[config.mk]
export PLATFORM = sky130hd
export DESIGN_NAME = slofu_top
export DESIGN_NICKNAME = d
export VERILOG_FILES = /design/src/slofu_pkg.sv /design/src/slofu_top.sv /design/src/slofu_edge.sv
export SDC_FILE = /design/constraint.sdc
export NUM_CORES = 1
export LEC_CHECK = 0
export BUFFER_PORTS_ARGS = -buffer_cell sky130_fd_sc_hd__buf_4
export CORE_MARGIN = 2
export CORE_UTILIZATION = 55
export DETAILED_ROUTE_END_ITERATION = 10
export GPL_TIMING_DRIVEN = 0
export PLACE_DENSITY = 0.95
export SLEW_MARGIN = 20
export SYNTH_ARGS = -nofsm -noshare
export SYNTH_HDL_FRONTEND = slang
export SYNTH_HIERARCHICAL = 1
export SYNTH_SLANG_ARGS = --single-unit
[constraint.sdc]
create_clock -name clk_i -period 3.71 [get_ports clk_i]
set_input_delay 0 -clock clk_i [delete_from_list [all_inputs] [get_ports clk_i]]
set_output_delay 0 -clock clk_i [all_outputs]
set_load 0.005 [all_outputs]
[src/slofu_pkg.sv]
/*
  Constants and types for the synchronous local-oscillator frequency update block.
  Assumes one shared ADC clock drives every module and the shared timing line.
*/
// Summary of operation
// - The host loads a pending frequency beforehand and the module holds it until a line transition that finds it in a state that accepts an update.
// - Every module applies the pending frequency on the same line transition so oscillator phases stay aligned.
// - An Idle module at the transition updates its oscillator frequency and arms the next measurement in the same cycle.
// - A module measuring in continuous mode updates its frequency at the transition and keeps measuring.
// - In block mode a transition is ignored for frequency update unless the module is Idle.
// - A filter change loses oscillator phase sync, so filters are synchronised before frequency.
// - Line transitions avoid the ADC clock setup and hold window so all modules see the same cycle.
// - After a filter preparation the module is Idle and the next transition resets and restarts decimation.
package slofu_pkg;
  localparam int FREQ_W        = 32;
  localparam int DEC_W         = 16;
  localparam logic [31:0] FREQ_RST = 32'h0000_0000;

  typedef enum logic [1:0] {
    SLOFU_IDLE    = 2'b00,
    SLOFU_ARMED   = 2'b01,
    SLOFU_MEASURE = 2'b10
  } slofu_state_t;
endpackage : slofu_pkg

[src/slofu_top.sv]
/*
  Synchronous local-oscillator frequency update control for one digitizer module.
  Assumes the timing line and all control inputs are synchronous to the shared ADC clock,
  and that the controller keeps peer modules in a common state before each transition.
  A pending word is applied only on a line transition, so every peer that sees the same
  edge on the same clock cycle changes its oscillator together and phases stay aligned.
  No register interface: the host side arrives as plain strobes and a data word.
  The decimation counter here only marks the restart point; the filter datapath that
  consumes it lives elsewhere in the module.
*/
`timescale 1ns/1ps
module slofu_top #(
  parameter int FREQ_W = slofu_pkg::FREQ_W,
  parameter int DEC_W  = slofu_pkg::DEC_W
) (
  input  wire logic              clk_i,
  input  wire logic              sys_rst_i,
  input  wire logic              sync_line_i,
  input  wire logic              freq_load_i,
  input  wire logic [FREQ_W-1:0] freq_value_i,
  input  wire logic              filter_prep_i,
  input  wire logic              continuous_mode_i,
  input  wire logic              meas_start_i,
  input  wire logic              meas_stop_i,
  output logic [FREQ_W-1:0]      local_oscillator_freq_o,
  output logic                   freq_pending_o,
  output logic                   freq_applied_o,
  output logic                   phase_reset_o,
  output logic                   arm_o,
  output logic [1:0]             state_o,
  output logic [DEC_W-1:0]       dec_count_o,
  output logic                   dec_running_o,
  output logic                   phase_sync_lost_o
);
  // Line transition seen this cycle
  logic                    sync_edge;
  // Measurement sequencing
  slofu_pkg::slofu_state_t state_reg;
  slofu_pkg::slofu_state_t state_next;
  // Pending and active oscillator words
  logic [FREQ_W-1:0]       pend_reg;
  logic [FREQ_W-1:0]       freq_reg;
  logic                    pend_valid_reg;
  // Filter restart waiting for the next transition
  logic                    filt_pend_reg;
  // Decimation restart marker
  logic [DEC_W-1:0]        dec_reg;
  logic                    dec_run_reg;
  // One-cycle reports and the phase-lost level
  logic                    applied_reg;
  logic                    phrst_reg;
  logic                    arm_reg;
  logic                    lost_reg;

  // States that accept a frequency update at the shared edge
  function automatic logic slofu_upd_ok(input slofu_pkg::slofu_state_t st,
                                        input logic                    cont);
    logic ok;
    ok = (st == slofu_pkg::SLOFU_IDLE);
    if ((st == slofu_pkg::SLOFU_MEASURE) && cont) begin
      ok = 1'b1;
    end
    return ok;
  endfunction : slofu_upd_ok

  slofu_edge u_edge (
    .clk_i     (clk_i),
    .sys_rst_i (sys_rst_i),
    .line_i    (sync_line_i),
    .edge_o    (sync_edge)
  );

  // Decode of what the transition does this cycle
  wire is_idle     = (state_reg == slofu_pkg::SLOFU_IDLE);
  // Armed is never a legal update point, so block mode only updates from Idle
  wire upd_allowed = slofu_upd_ok(state_reg, continuous_mode_i);
  wire do_update   = sync_edge & pend_valid_reg & upd_allowed;
  wire do_rearm    = sync_edge & is_idle & (pend_valid_reg | filt_pend_reg);
  wire do_filt     = sync_edge & filt_pend_reg & is_idle;

  // Measurement sequencing; a filter preparation ends any measurement
  always_comb begin
    state_next = state_reg;
    case (state_reg)
      slofu_pkg::SLOFU_IDLE: begin
        if (do_rearm) begin
          state_next = slofu_pkg::SLOFU_ARMED;
        end else if (meas_start_i) begin
          state_next = slofu_pkg::SLOFU_ARMED;
        end
      end
      slofu_pkg::SLOFU_ARMED: begin
        if (filter_prep_i | meas_stop_i) begin
          state_next = slofu_pkg::SLOFU_IDLE;
        end else begin
          state_next = slofu_pkg::SLOFU_MEASURE;
        end
      end
      slofu_pkg::SLOFU_MEASURE: begin
        // Continuous measurement carries on across an update
        if (filter_prep_i | meas_stop_i) begin
          state_next = slofu_pkg::SLOFU_IDLE;
        end
      end
      default: begin
        state_next = slofu_pkg::SLOFU_IDLE;
      end
    endcase
  end

  always_ff @(posedge clk_i or posedge sys_rst_i) begin
    if (sys_rst_i) begin
      state_reg <= slofu_pkg::SLOFU_IDLE;
    end else begin
      state_reg <= state_next;
    end
  end

  // Pending frequency: a new load wins over consumption in the same cycle
  always_ff @(posedge clk_i or posedge sys_rst_i) begin
    if (sys_rst_i) begin
      pend_reg       <= FREQ_W'(slofu_pkg::FREQ_RST);
      pend_valid_reg <= 1'b0;
    end else if (freq_load_i) begin
      pend_reg       <= freq_value_i;
      pend_valid_reg <= 1'b1;
    end else if (do_update) begin
      pend_valid_reg <= 1'b0;
    end
  end

  // Active oscillator frequency, changed only on the shared edge
  always_ff @(posedge clk_i or posedge sys_rst_i) begin
    if (sys_rst_i) begin
      freq_reg    <= FREQ_W'(slofu_pkg::FREQ_RST);
      applied_reg <= 1'b0;
      phrst_reg   <= 1'b0;
      arm_reg     <= 1'b0;
    end else begin
      if (do_update) begin
        freq_reg <= pend_reg;
      end
      applied_reg <= do_update;
      phrst_reg   <= do_update; // Common phase restart across modules
      arm_reg     <= do_rearm;
    end
  end

  // Filter preparation held until the next edge while Idle
  always_ff @(posedge clk_i or posedge sys_rst_i) begin
    if (sys_rst_i) begin
      filt_pend_reg <= 1'b0;
    end else if (filter_prep_i) begin
      filt_pend_reg <= 1'b1; // Set wins over the clear
    end else if (do_filt) begin
      filt_pend_reg <= 1'b0;
    end
  end

  // Decimation counter restarts on the edge after preparation;
  // a new preparation in the restart cycle wins and keeps the counter stopped
  always_ff @(posedge clk_i or posedge sys_rst_i) begin
    if (sys_rst_i) begin
      dec_reg     <= '0;
      dec_run_reg <= 1'b0;
    end else if (filter_prep_i) begin
      dec_run_reg <= 1'b0;
    end else if (do_filt) begin
      dec_reg     <= '0;
      dec_run_reg <= 1'b1;
    end else if (dec_run_reg) begin
      dec_reg <= dec_reg + DEC_W'(1);
    end
  end

  // Filter change breaks oscillator phase until the next frequency update
  always_ff @(posedge clk_i or posedge sys_rst_i) begin
    if (sys_rst_i) begin
      lost_reg <= 1'b0;
    end else if (do_filt) begin
      lost_reg <= 1'b1;
    end else if (do_update) begin
      lost_reg <= 1'b0;
    end
  end

  // Every output comes straight from a register, so peers see clean levels
  assign local_oscillator_freq_o = freq_reg;
  assign freq_pending_o          = pend_valid_reg;
  assign freq_applied_o          = applied_reg;
  assign phase_reset_o           = phrst_reg;
  assign arm_o                   = arm_reg;
  assign state_o                 = state_reg;
  assign dec_count_o             = dec_reg;
  assign dec_running_o           = dec_run_reg;
  assign phase_sync_lost_o       = lost_reg;
endmodule : slofu_top

[src/slofu_edge.sv]
/*
  Edge detector for the shared timing line.
  Assumes the line is already synchronous to clk_i (transitions avoid setup/hold).
*/
`timescale 1ns/1ps
module slofu_edge (
  input  wire logic clk_i,
  input  wire logic sys_rst_i,
  input  wire logic line_i,
  output logic      edge_o
);
  logic line_reg;

  // Previous sample of the line; no synchroniser since all modules must agree
  always_ff @(posedge clk_i or posedge sys_rst_i) begin
    if (sys_rst_i) begin
      line_reg <= 1'b0;
    end else begin
      line_reg <= line_i;
    end
  end

  // Either direction counts as a transition
  assign edge_o = line_reg ^ line_i;
endmodule : slofu_edge

==> metrics.yaml, run 1 <==
cp-start-kind: "register"
htree_levels: 3
place_congestion: 0.8321
cts_tree: "built"
rr_worst_depth: 5
power_leakage_nw: 2.351
finalNetCount: 450
clk_latency_ns: 0.34
drc: 0
final_cell_mix: "buf_4 (96), dfrtp_1 (89), mux2_2 (63)"
ctsLongestPathBuffers: 2
synth-seq-cells: 89
syn_nets: 306
ys_seq_area_share_pct: 60.69
synth_cell_type_count: 39
setup_viol: 0
first_pass_iters: 4
areaGrowthSynthToFinish_pct: 38.42
hold_viol: 0
critical_path.max_fanout: 10
grt_pass1_wl_mm: 13.30
grtUsageTotal_pct: 23.21
path_buf_inv: 1
drt_iter0_drc: 93
gr-total-overflow: 0
design_area_mm2: 0.005080
rsz0062_at_grt: "false"
root_buffer: "clkbuf_8"
cap_violations: 0
slew_headroom_pct: 64.07
wirelength_mm: 7.962
io_pins: 96
cp_data_arrival_time_ns: 2.14
grt_max_degree: 47
core_mm2: 0.006386
netlist_instances: 265
port_buffers: 94
required_ns: 3.93
power_mw: 2.887
syn_area_mm2: 0.003670
final_common_cell: "buf_4"
die_w_um: 85.69
avgViaCountPerCell: 5.340
skew_ns: 0.01001
first_global_vias: 2818
post-cts-setup-buffer-count: 0
holdBufCountCts: 38
drtAntennaViolNets: 0
fmax_ghz: 0.5223
cts-buffers-inserted: 9
tightest_slew_ns: 0.5389
path_cells: "xor2_1 > nand2_1 > nor3_4 > buf_6 > mux2_2"
place_area_mm2: 0.004494
cp-end-kind: "register"
row_count: 29
initial_utilization_pct: 57.46
max_stage_delay_ns: 0.40
powerDensity_mw_per_mm2: 568.4
layout-drive-gt1-share_pct: 46.38
irDropWorstVdd_mv: 0.4279
dieArea_mm2: 0.007342
num_antenna_cells: 0
period_share_pct: 51.61
critPathKind: "register to register"
path_clk_slew_ns: 0.08
status: "finished, final reports clean"
crit_family: "simple AND/OR/NAND/NOR gates"
avgSynthCellArea_um2: 13.85
ys_warn_count: 6
die_y_um: 85.69
fin_setup_tns_ns: 0
dr_total_vias: 2622
cts_sinks: 89
hold_path_class: "primary input to asynchronous set/reset pin"
fin_util_pct: 79.55
antenna_found_initial: 0
crit_path_top_delay_cell: "nor3_4"
wl_per_cell_um: 16.22
dp_hpwl_mm: 5.214
ctsResizeCount: 0
crit_cells: 5
min_period_ns: 1.915
slew_violations: 0
-- metrics by stage --
step | worst slack [ns] | hold slack, ns | std cells
global placement | 0.5245 | -0.1447 | 436
finish | 1.795 | 0.06456 | 491
CTS | 1.795 | 0.04902 | 491
global route | 1.685 | 0.05612 | 491
floorplan | 1.431 | -0.2713 | 265
detailed placement | 1.825 | -0.1327 | 437
-- logic make-up (layout without fill, tap and decap cells) --
| kind of cell | count (synthesis) | count (layout) | synth area share [%] |
|---|---|---|---|
| DFF | 89 | 89 | 60.69 |
| muxes | 68 | 68 | 20.76 |
| and+or+nand+nor | 52 | 52 | 8.013 |
| AOI/OAI and AO/OA | 29 | 29 | 5.285 |
| buffers and inverters | 21 | 170 | 3.716 |
| xor gates and xnor gates | 5 | 5 | 1.194 |
| adders and majority gates | 1 | 1 | 0.3409 |
-- worst register-to-register path: cells and delay by family (launching register included) --
kind | cells | cell delay [ns]
flops | 1 | 0.39
mux | 1 | 0.35
buf+inv | 1 | 0.23
simple gates | 2 | 0.55
xor+xnor | 1 | 0.28
-- metal layers --
metal	track usage, %	vias up	part of all wire [%]
met5	0	-	0
met4	8.081	0	2.0
met3	6.256	15	6.1
met2	39.35	91	51
met1	28.91	1288	41
li1	-	1228	-
-- final cells by class --
type | instances | area (um2)
multi-input cells | 155 | 1306
plain buffers | 14 | 110.1
clock buffers | 11 | 151.4
repair buffers | 133 | 1106
flip-flops and latches | 89 | 2227
inverters | 7 | 28.78
fillers | 377 | 1306
clock inverters | 5 | 53.80
well taps | 77 | 96.34
-- cell usage after synthesis --
| cell type | number | area [um2] |
|---|---|---|
| a21o_1 | 1 | 7.510 |
| a21oi_1 | 5 | 25.02 |
| a22o_1 | 4 | 35.03 |
| a31oi_1 | 5 | 31.28 |
| and3_1 | 3 | 18.77 |
| and4_1 | 1 | 8.760 |
| buf_2 | 3 | 15.01 |
| buf_4 | 2 | 15.01 |
| buf_6 | 6 | 67.56 |
| clkbuf_1 | 2 | 7.510 |
| clkbuf_2 | 1 | 5.000 |
| dfrtp_1 | 89 | 2227 |
| ha_1 | 1 | 12.51 |
| inv_1 | 7 | 26.28 |
| mux2_1 | 2 | 22.52 |
| mux2_2 | 63 | 709.4 |
| mux2i_1 | 3 | 30.03 |
| nand2_1 | 11 | 41.29 |
| nand2b_1 | 2 | 12.51 |
| nand3_1 | 8 | 40.04 |
| nand4_1 | 6 | 37.54 |
| nor2_1 | 6 | 22.52 |
| nor2_2 | 1 | 6.260 |
| nor2b_1 | 2 | 12.51 |
| nor3_1 | 7 | 35.03 |
| nor3_4 | 1 | 16.27 |
| nor3b_1 | 1 | 7.510 |
| nor4_1 | 1 | 6.260 |
| nor4_2 | 1 | 12.51 |
| nor4bb_2 | 1 | 16.27 |
| o21a_1 | 1 | 7.510 |
| o21ai_0 | 5 | 25.02 |
| o21ai_1 | 3 | 15.01 |
| o21bai_1 | 2 | 15.01 |
| o21bai_4 | 1 | 18.77 |
| o22ai_1 | 1 | 6.260 |
| o31ai_1 | 1 | 7.510 |
| xnor2_1 | 2 | 17.52 |
| xor2_1 | 3 | 26.28 |
-- power by group --
part / total, mW / switching, mW / internal (mW)
combinational: 0.851 / 0.302 / 0.549
clock: 0.671 / 0.325 / 0.346
sequential: 1.37 / 0.152 / 1.21
total: 2.89 / 0.779 / 2.11
-- worst paths after layout --
path | start | end | slack [ns]
max | u_edge/line_reg | local_oscillator_freq_o[26] | 1.80
min | sys_rst_i | u_edge/line_reg | 0.06
max reg2reg | u_edge/line_reg | local_oscillator_freq_o[26] | 1.80
min reg2reg | pend_reg[23] | local_oscillator_freq_o[23] | 0.49
max in group asynchronous | sys_rst_i | pend_reg[11] | 2.82
min in group clk_i | freq_load_i | pend_reg[30] | 0.09
Power figures use the tool's default switching activity.
==> inputs of run 2 (changes only) <==
- ABC_AREA: default -> 1
- CORE_UTILIZATION: 55 -> 52
- PLACE_DENSITY: 0.95 -> 0.91
- clock period: 3.71 -> 2 ns (I/O delays scaled with it)
==> metrics.yaml, run 2 <==
status: "finished, final reports clean"
period_share_pct: 90.57
muxShareOfSynthArea_pct: 0
drc: 0
ys.flop_type: "dfrtp_1"
tightest_slew_ns: 0.4856
powerDensity_mw_per_mm2: 1069
critPathKind: "register to register"
synth-xor-area-share_pct: 0.9466
wl_met2_mm: 5.016
synth_top_family_by_area: "simple AND/OR/NAND/NOR gates"
cap_violations: 0
wl_met1_mm: 3.910
grt_max_degree: 38
cts_sinks: 89
gr-total-overflow: 0
wirelength_mm: 9.748
fmax_ghz: 0.5520
yosysMostFrequentCell: "nand2_1"
crit_cells: 7
crit_path_top_delay_cell: "dlygate4sd3_1"
rr_worst_depth: 7
htree_levels: 3
timing.rr.start: "u_edge/line_reg"
first_pass_iters: 5
drtAntennaViolNets: 0
dieArea_mm2: 0.007808
dr_total_vias: 3381
port_buffers: 94
hold_path_class: "primary input to register"
cts-buffers-inserted: 9
cp-end-kind: "register"
fin_setup_tns_ns: 0
power_leakage_nw: 2.618
holdPathStages: 5
max_stage_delay_ns: 0.58
irDropWorstVdd_mv: 0.5079
min_from: "meas_start_i"
ys_seq_area_share_pct: 60.18
place_congestion: 0.8705
yosys.area_share.adder_pct: 0.3381
rsz0062_at_grt: "false"
ctsLongestPathBuffers: 2
layout-drive-gt1-share_pct: 23.27
yosys.area.top_type_share_pct: 60.18
synth_compound_area_share_pct: 13.12
regToRegSetupSlack_ns: 0.19
synth-edff-count: 0
synth_cell_type_count: 28
grtUsageTotal_pct: 26.89
cp_data_arrival_time_ns: 2.05
power_mw: 5.561
die_w_um: 88.37
ys_warn_count: 6
final_cell_mix: "nand2_1 (112), buf_4 (96), dfrtp_1 (89)"
grt_pass1_wl_mm: 15.97
post-cts-setup-buffer-count: 0
async_flop_share_pct: 100.0
slew_headroom_pct: 67.63
skew_ns: 0.01546
initial_utilization_pct: 54.18
wl_per_cell_um: 14.79
required_ns: 2.24
hold_ws_ns: 0.03028
min_period_ns: 1.811
synth-seq-cells: 89
drt_iter0_drc: 236
finalNetCount: 599
crit_family: "buffers and inverters"
crit_top_cell: "nand2_1"
first_global_vias: 3441
critical_path.max_fanout: 4
syn_nets: 450
num_antenna_cells: 0
yosys-top-cells-area: "dfrtp_1 (60%), nand2_1 (11%), o21ai_0 (7.4%)"
antenna_found_initial: 0
syn_area_mm2: 0.003701
avgViaCountPerCell: 5.131
startpoint: "u_edge/line_reg"
path_clk_slew_ns: 0.09
cts_tree: "built"
die_y_um: 88.37
worstHoldEndpoint: "state_o[0]"
synth_simple_gate_area_share_pct: 17.00
slew_violations: 0
netlist_instances: 409
yosysTopAreaCell: "dfrtp_1"
io_pins: 96
cp-start-kind: "register"
path_buf_inv: 2
highest_layer: "met4"
r2r-end: "state_o[1]"
setup_viol: 0
hold_viol: 0
row_count: 30
wl_met3_um: 533
final_common_cell: "nand2_1"
yosys-top-cells-count: "nand2_1 (112), dfrtp_1 (89), o21ai_0 (55)"
core_mm2: 0.006832
clk_latency_ns: 0.37
dp_hpwl_mm: 6.376
root_buffer: "clkbuf_8"
path_cells: "inv_1 > nand2_1 > nand2_1 > nand2_1 > o211ai_1 > a21oi_1 > dlygate4sd3_1"
avgSynthCellArea_um2: 9.049
areaGrowthSynthToFinish_pct: 40.53
run 2: final cells by class:
class,instances,area (um2)
Multi-Input combinational cell,250,1162
Fill cell,466,1630
Timing Repair Buffer,138,1166
Clock inverter,6,72.57
Tap cell,96,120.1
Sequential cell,89,2227
Buffer,17,112.6
Inverter,53,202.7
Clock buffer,10,137.6
run 2: worst max-delay path by stage:
stage                                       end  slack (ns)
floorplan           local_oscillator_freq_o[19]        0.72
global placement    local_oscillator_freq_o[18]        0.44
detailed placement               dec_count_o[6]        0.52
CTS                                  state_o[1]        0.23
global route                         state_o[1]        0.10
finish                               state_o[1]        0.19
run 2: report_power, final:
group          switching, mW  internal, mW  leakage [nW]  total (mW)
Clock                  0.675         0.627         0.104        1.30
Sequential             0.298          2.24          1.12        2.53
Combinational          0.833         0.891          1.39        1.72
run 2: worst min-delay path: cells and delay by family:
family	cells	cell delay, ns
compound gates	1	0.11
buf+inv	2	0.14
simple gates	2	0.10
run 2: cells by family after synthesis:
kind of cell,after synthesis
AND/OR/NAND/NOR,155
adder cells (fa/ha/maj),1
XOR/XNOR,4
AO/OA/AOI/OAI,90
buffers and inverters,70
flip-flops,89
run 2: per-stage QoR:
stage	setup slack [ns]	area, um2	utilization (%)	cells
floorplan	0.7213	3705	-	409
global placement	0.4399	4531	66.32	599
detailed placement	0.5237	4571	66.90	601
CTS	0.2347	5201	76.14	659
global route	0.1050	5201	76.14	659
finish	0.1885	5201	76.14	659
run 2: per-layer routing:
layer / vias to the layer above / track usage (%)
met1: 1616 / 32.60
met3: 32 / 6.250
met5: - / 0
met4: 0 / 11.98
met2: 141 / 46.00
li1: 1592 / -
run 2: timing repair:
item / CTS / global route
hold endpoints to repair: 53 / 0
hold buffers: 42 / 0
resized for setup: 0 / 0
setup endpoints to repair: 0 / 0
==> inputs of run 3 (changes only) <==
- GPL_TIMING_DRIVEN: 0 -> default
- PLACE_DENSITY: 0.91 -> 0.79
==> metrics.yaml, run 3 (synthesized netlist as in run 2, its figures left out) <==
status: "finished, final reports clean"
cp_data_arrival_time_ns: 1.95
areaGrowthSynthToFinish_pct: 36.65
first_global_vias: 2972
cts_tree: "built"
dr_total_vias: 3117
critical_path.max_fanout: 4
num_antenna_cells: 0
switchingPower_mw: 1.684
place_congestion: 0.8854
cp-start-kind: "register"
grt_pass1_wl_mm: 13.39
timing.final.ws_setup_ns: 0.2773
layout-drive-gt1-share_pct: 22.51
critPathKind: "register to register"
p_sw_share_pct: 30.89
ctsLongestPathBuffers: 2
period_share_pct: 86.14
clockPowerShare_pct: 24.4
place_ws_ns: 0.4589
rsz0062_at_grt: "false"
slew_violations: 0
required_ns: 2.23
first_pass_iters: 4
tightest_slew_ns: 0.5522
avgViaCountPerCell: 4.886
root_buffer: "clkbuf_8"
io_pins: 96
drtAntennaViolNets: 0
regToRegSetupSlack_ns: 0.28
slew_headroom_pct: 63.19
grt_max_degree: 89
fmax_ghz: 0.5805
final_cell_mix: "nand2_1 (111), buf_4 (95), dfrtp_1 (89)"
combinationalPowerShare_pct: 29.1
power_leakage_nw: 2.535
wl_per_cell_um: 12.87
hold_viol: 0
post-cts-setup-buffer-count: 0
row_count: 30
min_period_ns: 1.723
skew_ns: 0.007527
initial_utilization_pct: 54.18
dieArea_mm2: 0.007808
final_common_cell: "nand2_1"
cap_violations: 0
power_mw: 5.452
wirelength_mm: 8.209
irDropWorstVdd_mv: 0.5051
die_w_um: 88.37
drc: 0
hold_path_class: "primary input to register"
port_buffers: 95
finalNetCount: 578
seq_power_share_pct: 46.5
dp_hpwl_mm: 5.192
internal_power_mw: 3.768
drt_iter0_drc: 200
gr-total-overflow: 0
die_y_um: 88.37
clk_latency_ns: 0.34
cts-buffers-inserted: 9
cts_sinks: 89
setup_viol: 0
powerDensity_mw_per_mm2: 1078
cp-end-kind: "register"
antenna_found_initial: 0
fin_setup_tns_ns: 0
path_clk_slew_ns: 0.08
grtUsageTotal_pct: 22.08
htree_levels: 3
core_mm2: 0.006832
run 3: cell count changes in the layout (fill, tap and decap cells not counted), sizes merged:
cell	before	now
clkinv	1	0
inv	55	53
bufinv	1	2
dlygate4sd3	42	37
clkinvlp	2	4
buf	105	97
clkbuf	18	10
run 3: repair_timing:
action                                 in CTS  in global routing
endpoints found under the hold margin     124                  0
resized for setup                           0                  0
hold buffers                               37                  0
run 3: layout make-up:
type | count | area [um2]
well taps | 96 | 120.1
flip-flops and latches | 89 | 2227
inverters | 53 | 202.7
clock buffers | 10 | 127.6
clock inverters | 6 | 91.34
repair buffers | 134 | 1124
multi-input cells | 250 | 1165
fillers | 508 | 1774
run 3: per-stage QoR:
step | utilization, % | hold slack [ns] | instance area, um2 | std cells
finish | 74.03 | 0.04855 | 5057 | 638
global route | 74.03 | 0.06003 | 5057 | 638
CTS | 74.03 | 0.02711 | 5057 | 638
detailed placement | 65.40 | -0.1219 | 4468 | 585
global placement | 65.40 | -0.1286 | 4468 | 585
floorplan | - | -0.2713 | 3705 | 409
run 3: routing by layer:
layer  share of wire [%]  GRT usage, %
met5                   0             0
met1                  45         29.32
met2                  49         37.53
met3                 4.6         2.705
met4                 1.3         8.127
run 3: worst paths after layout:
path                                       startpoint                    endpoint  depth (start not counted)
max                                   u_edge/line_reg                  state_o[1]                          7
min                                      meas_start_i                  state_o[0]                          5
max reg2reg                           u_edge/line_reg                  state_o[1]                          7
min reg2reg                local_oscillator_freq_o[5]  local_oscillator_freq_o[5]                          2
max in group asynchronous                   sys_rst_i                pend_reg[19]                          4
min in group asynchronous                   sys_rst_i             u_edge/line_reg                          3
run 3: power groups by stage:
| stage | Sequential, mW | Clock, mW | Combinational (mW) |
|---|---|---|---|
| after floorplan | 2.54 | 0 | 0.720 |
| after global placement | 2.55 | 0 | 1.46 |
| after detailed placement | 2.56 | 0 | 1.51 |
| after CTS | 2.52 | 1.36 | 1.58 |
| after global routing | 2.58 | 1.43 | 1.78 |
| final | 2.53 | 1.33 | 1.59 |
run 3: critical path, cell delays in order, from the launching register on:
cell and delay, ns:
dfrtp_1 0.39, inv_1 0.05, nand2_1 0.04, nand2_1 0.13
nand2_1 0.11, o211ai_1 0.23, a21oi_1 0.10, dlygate4sd3_1 0.56
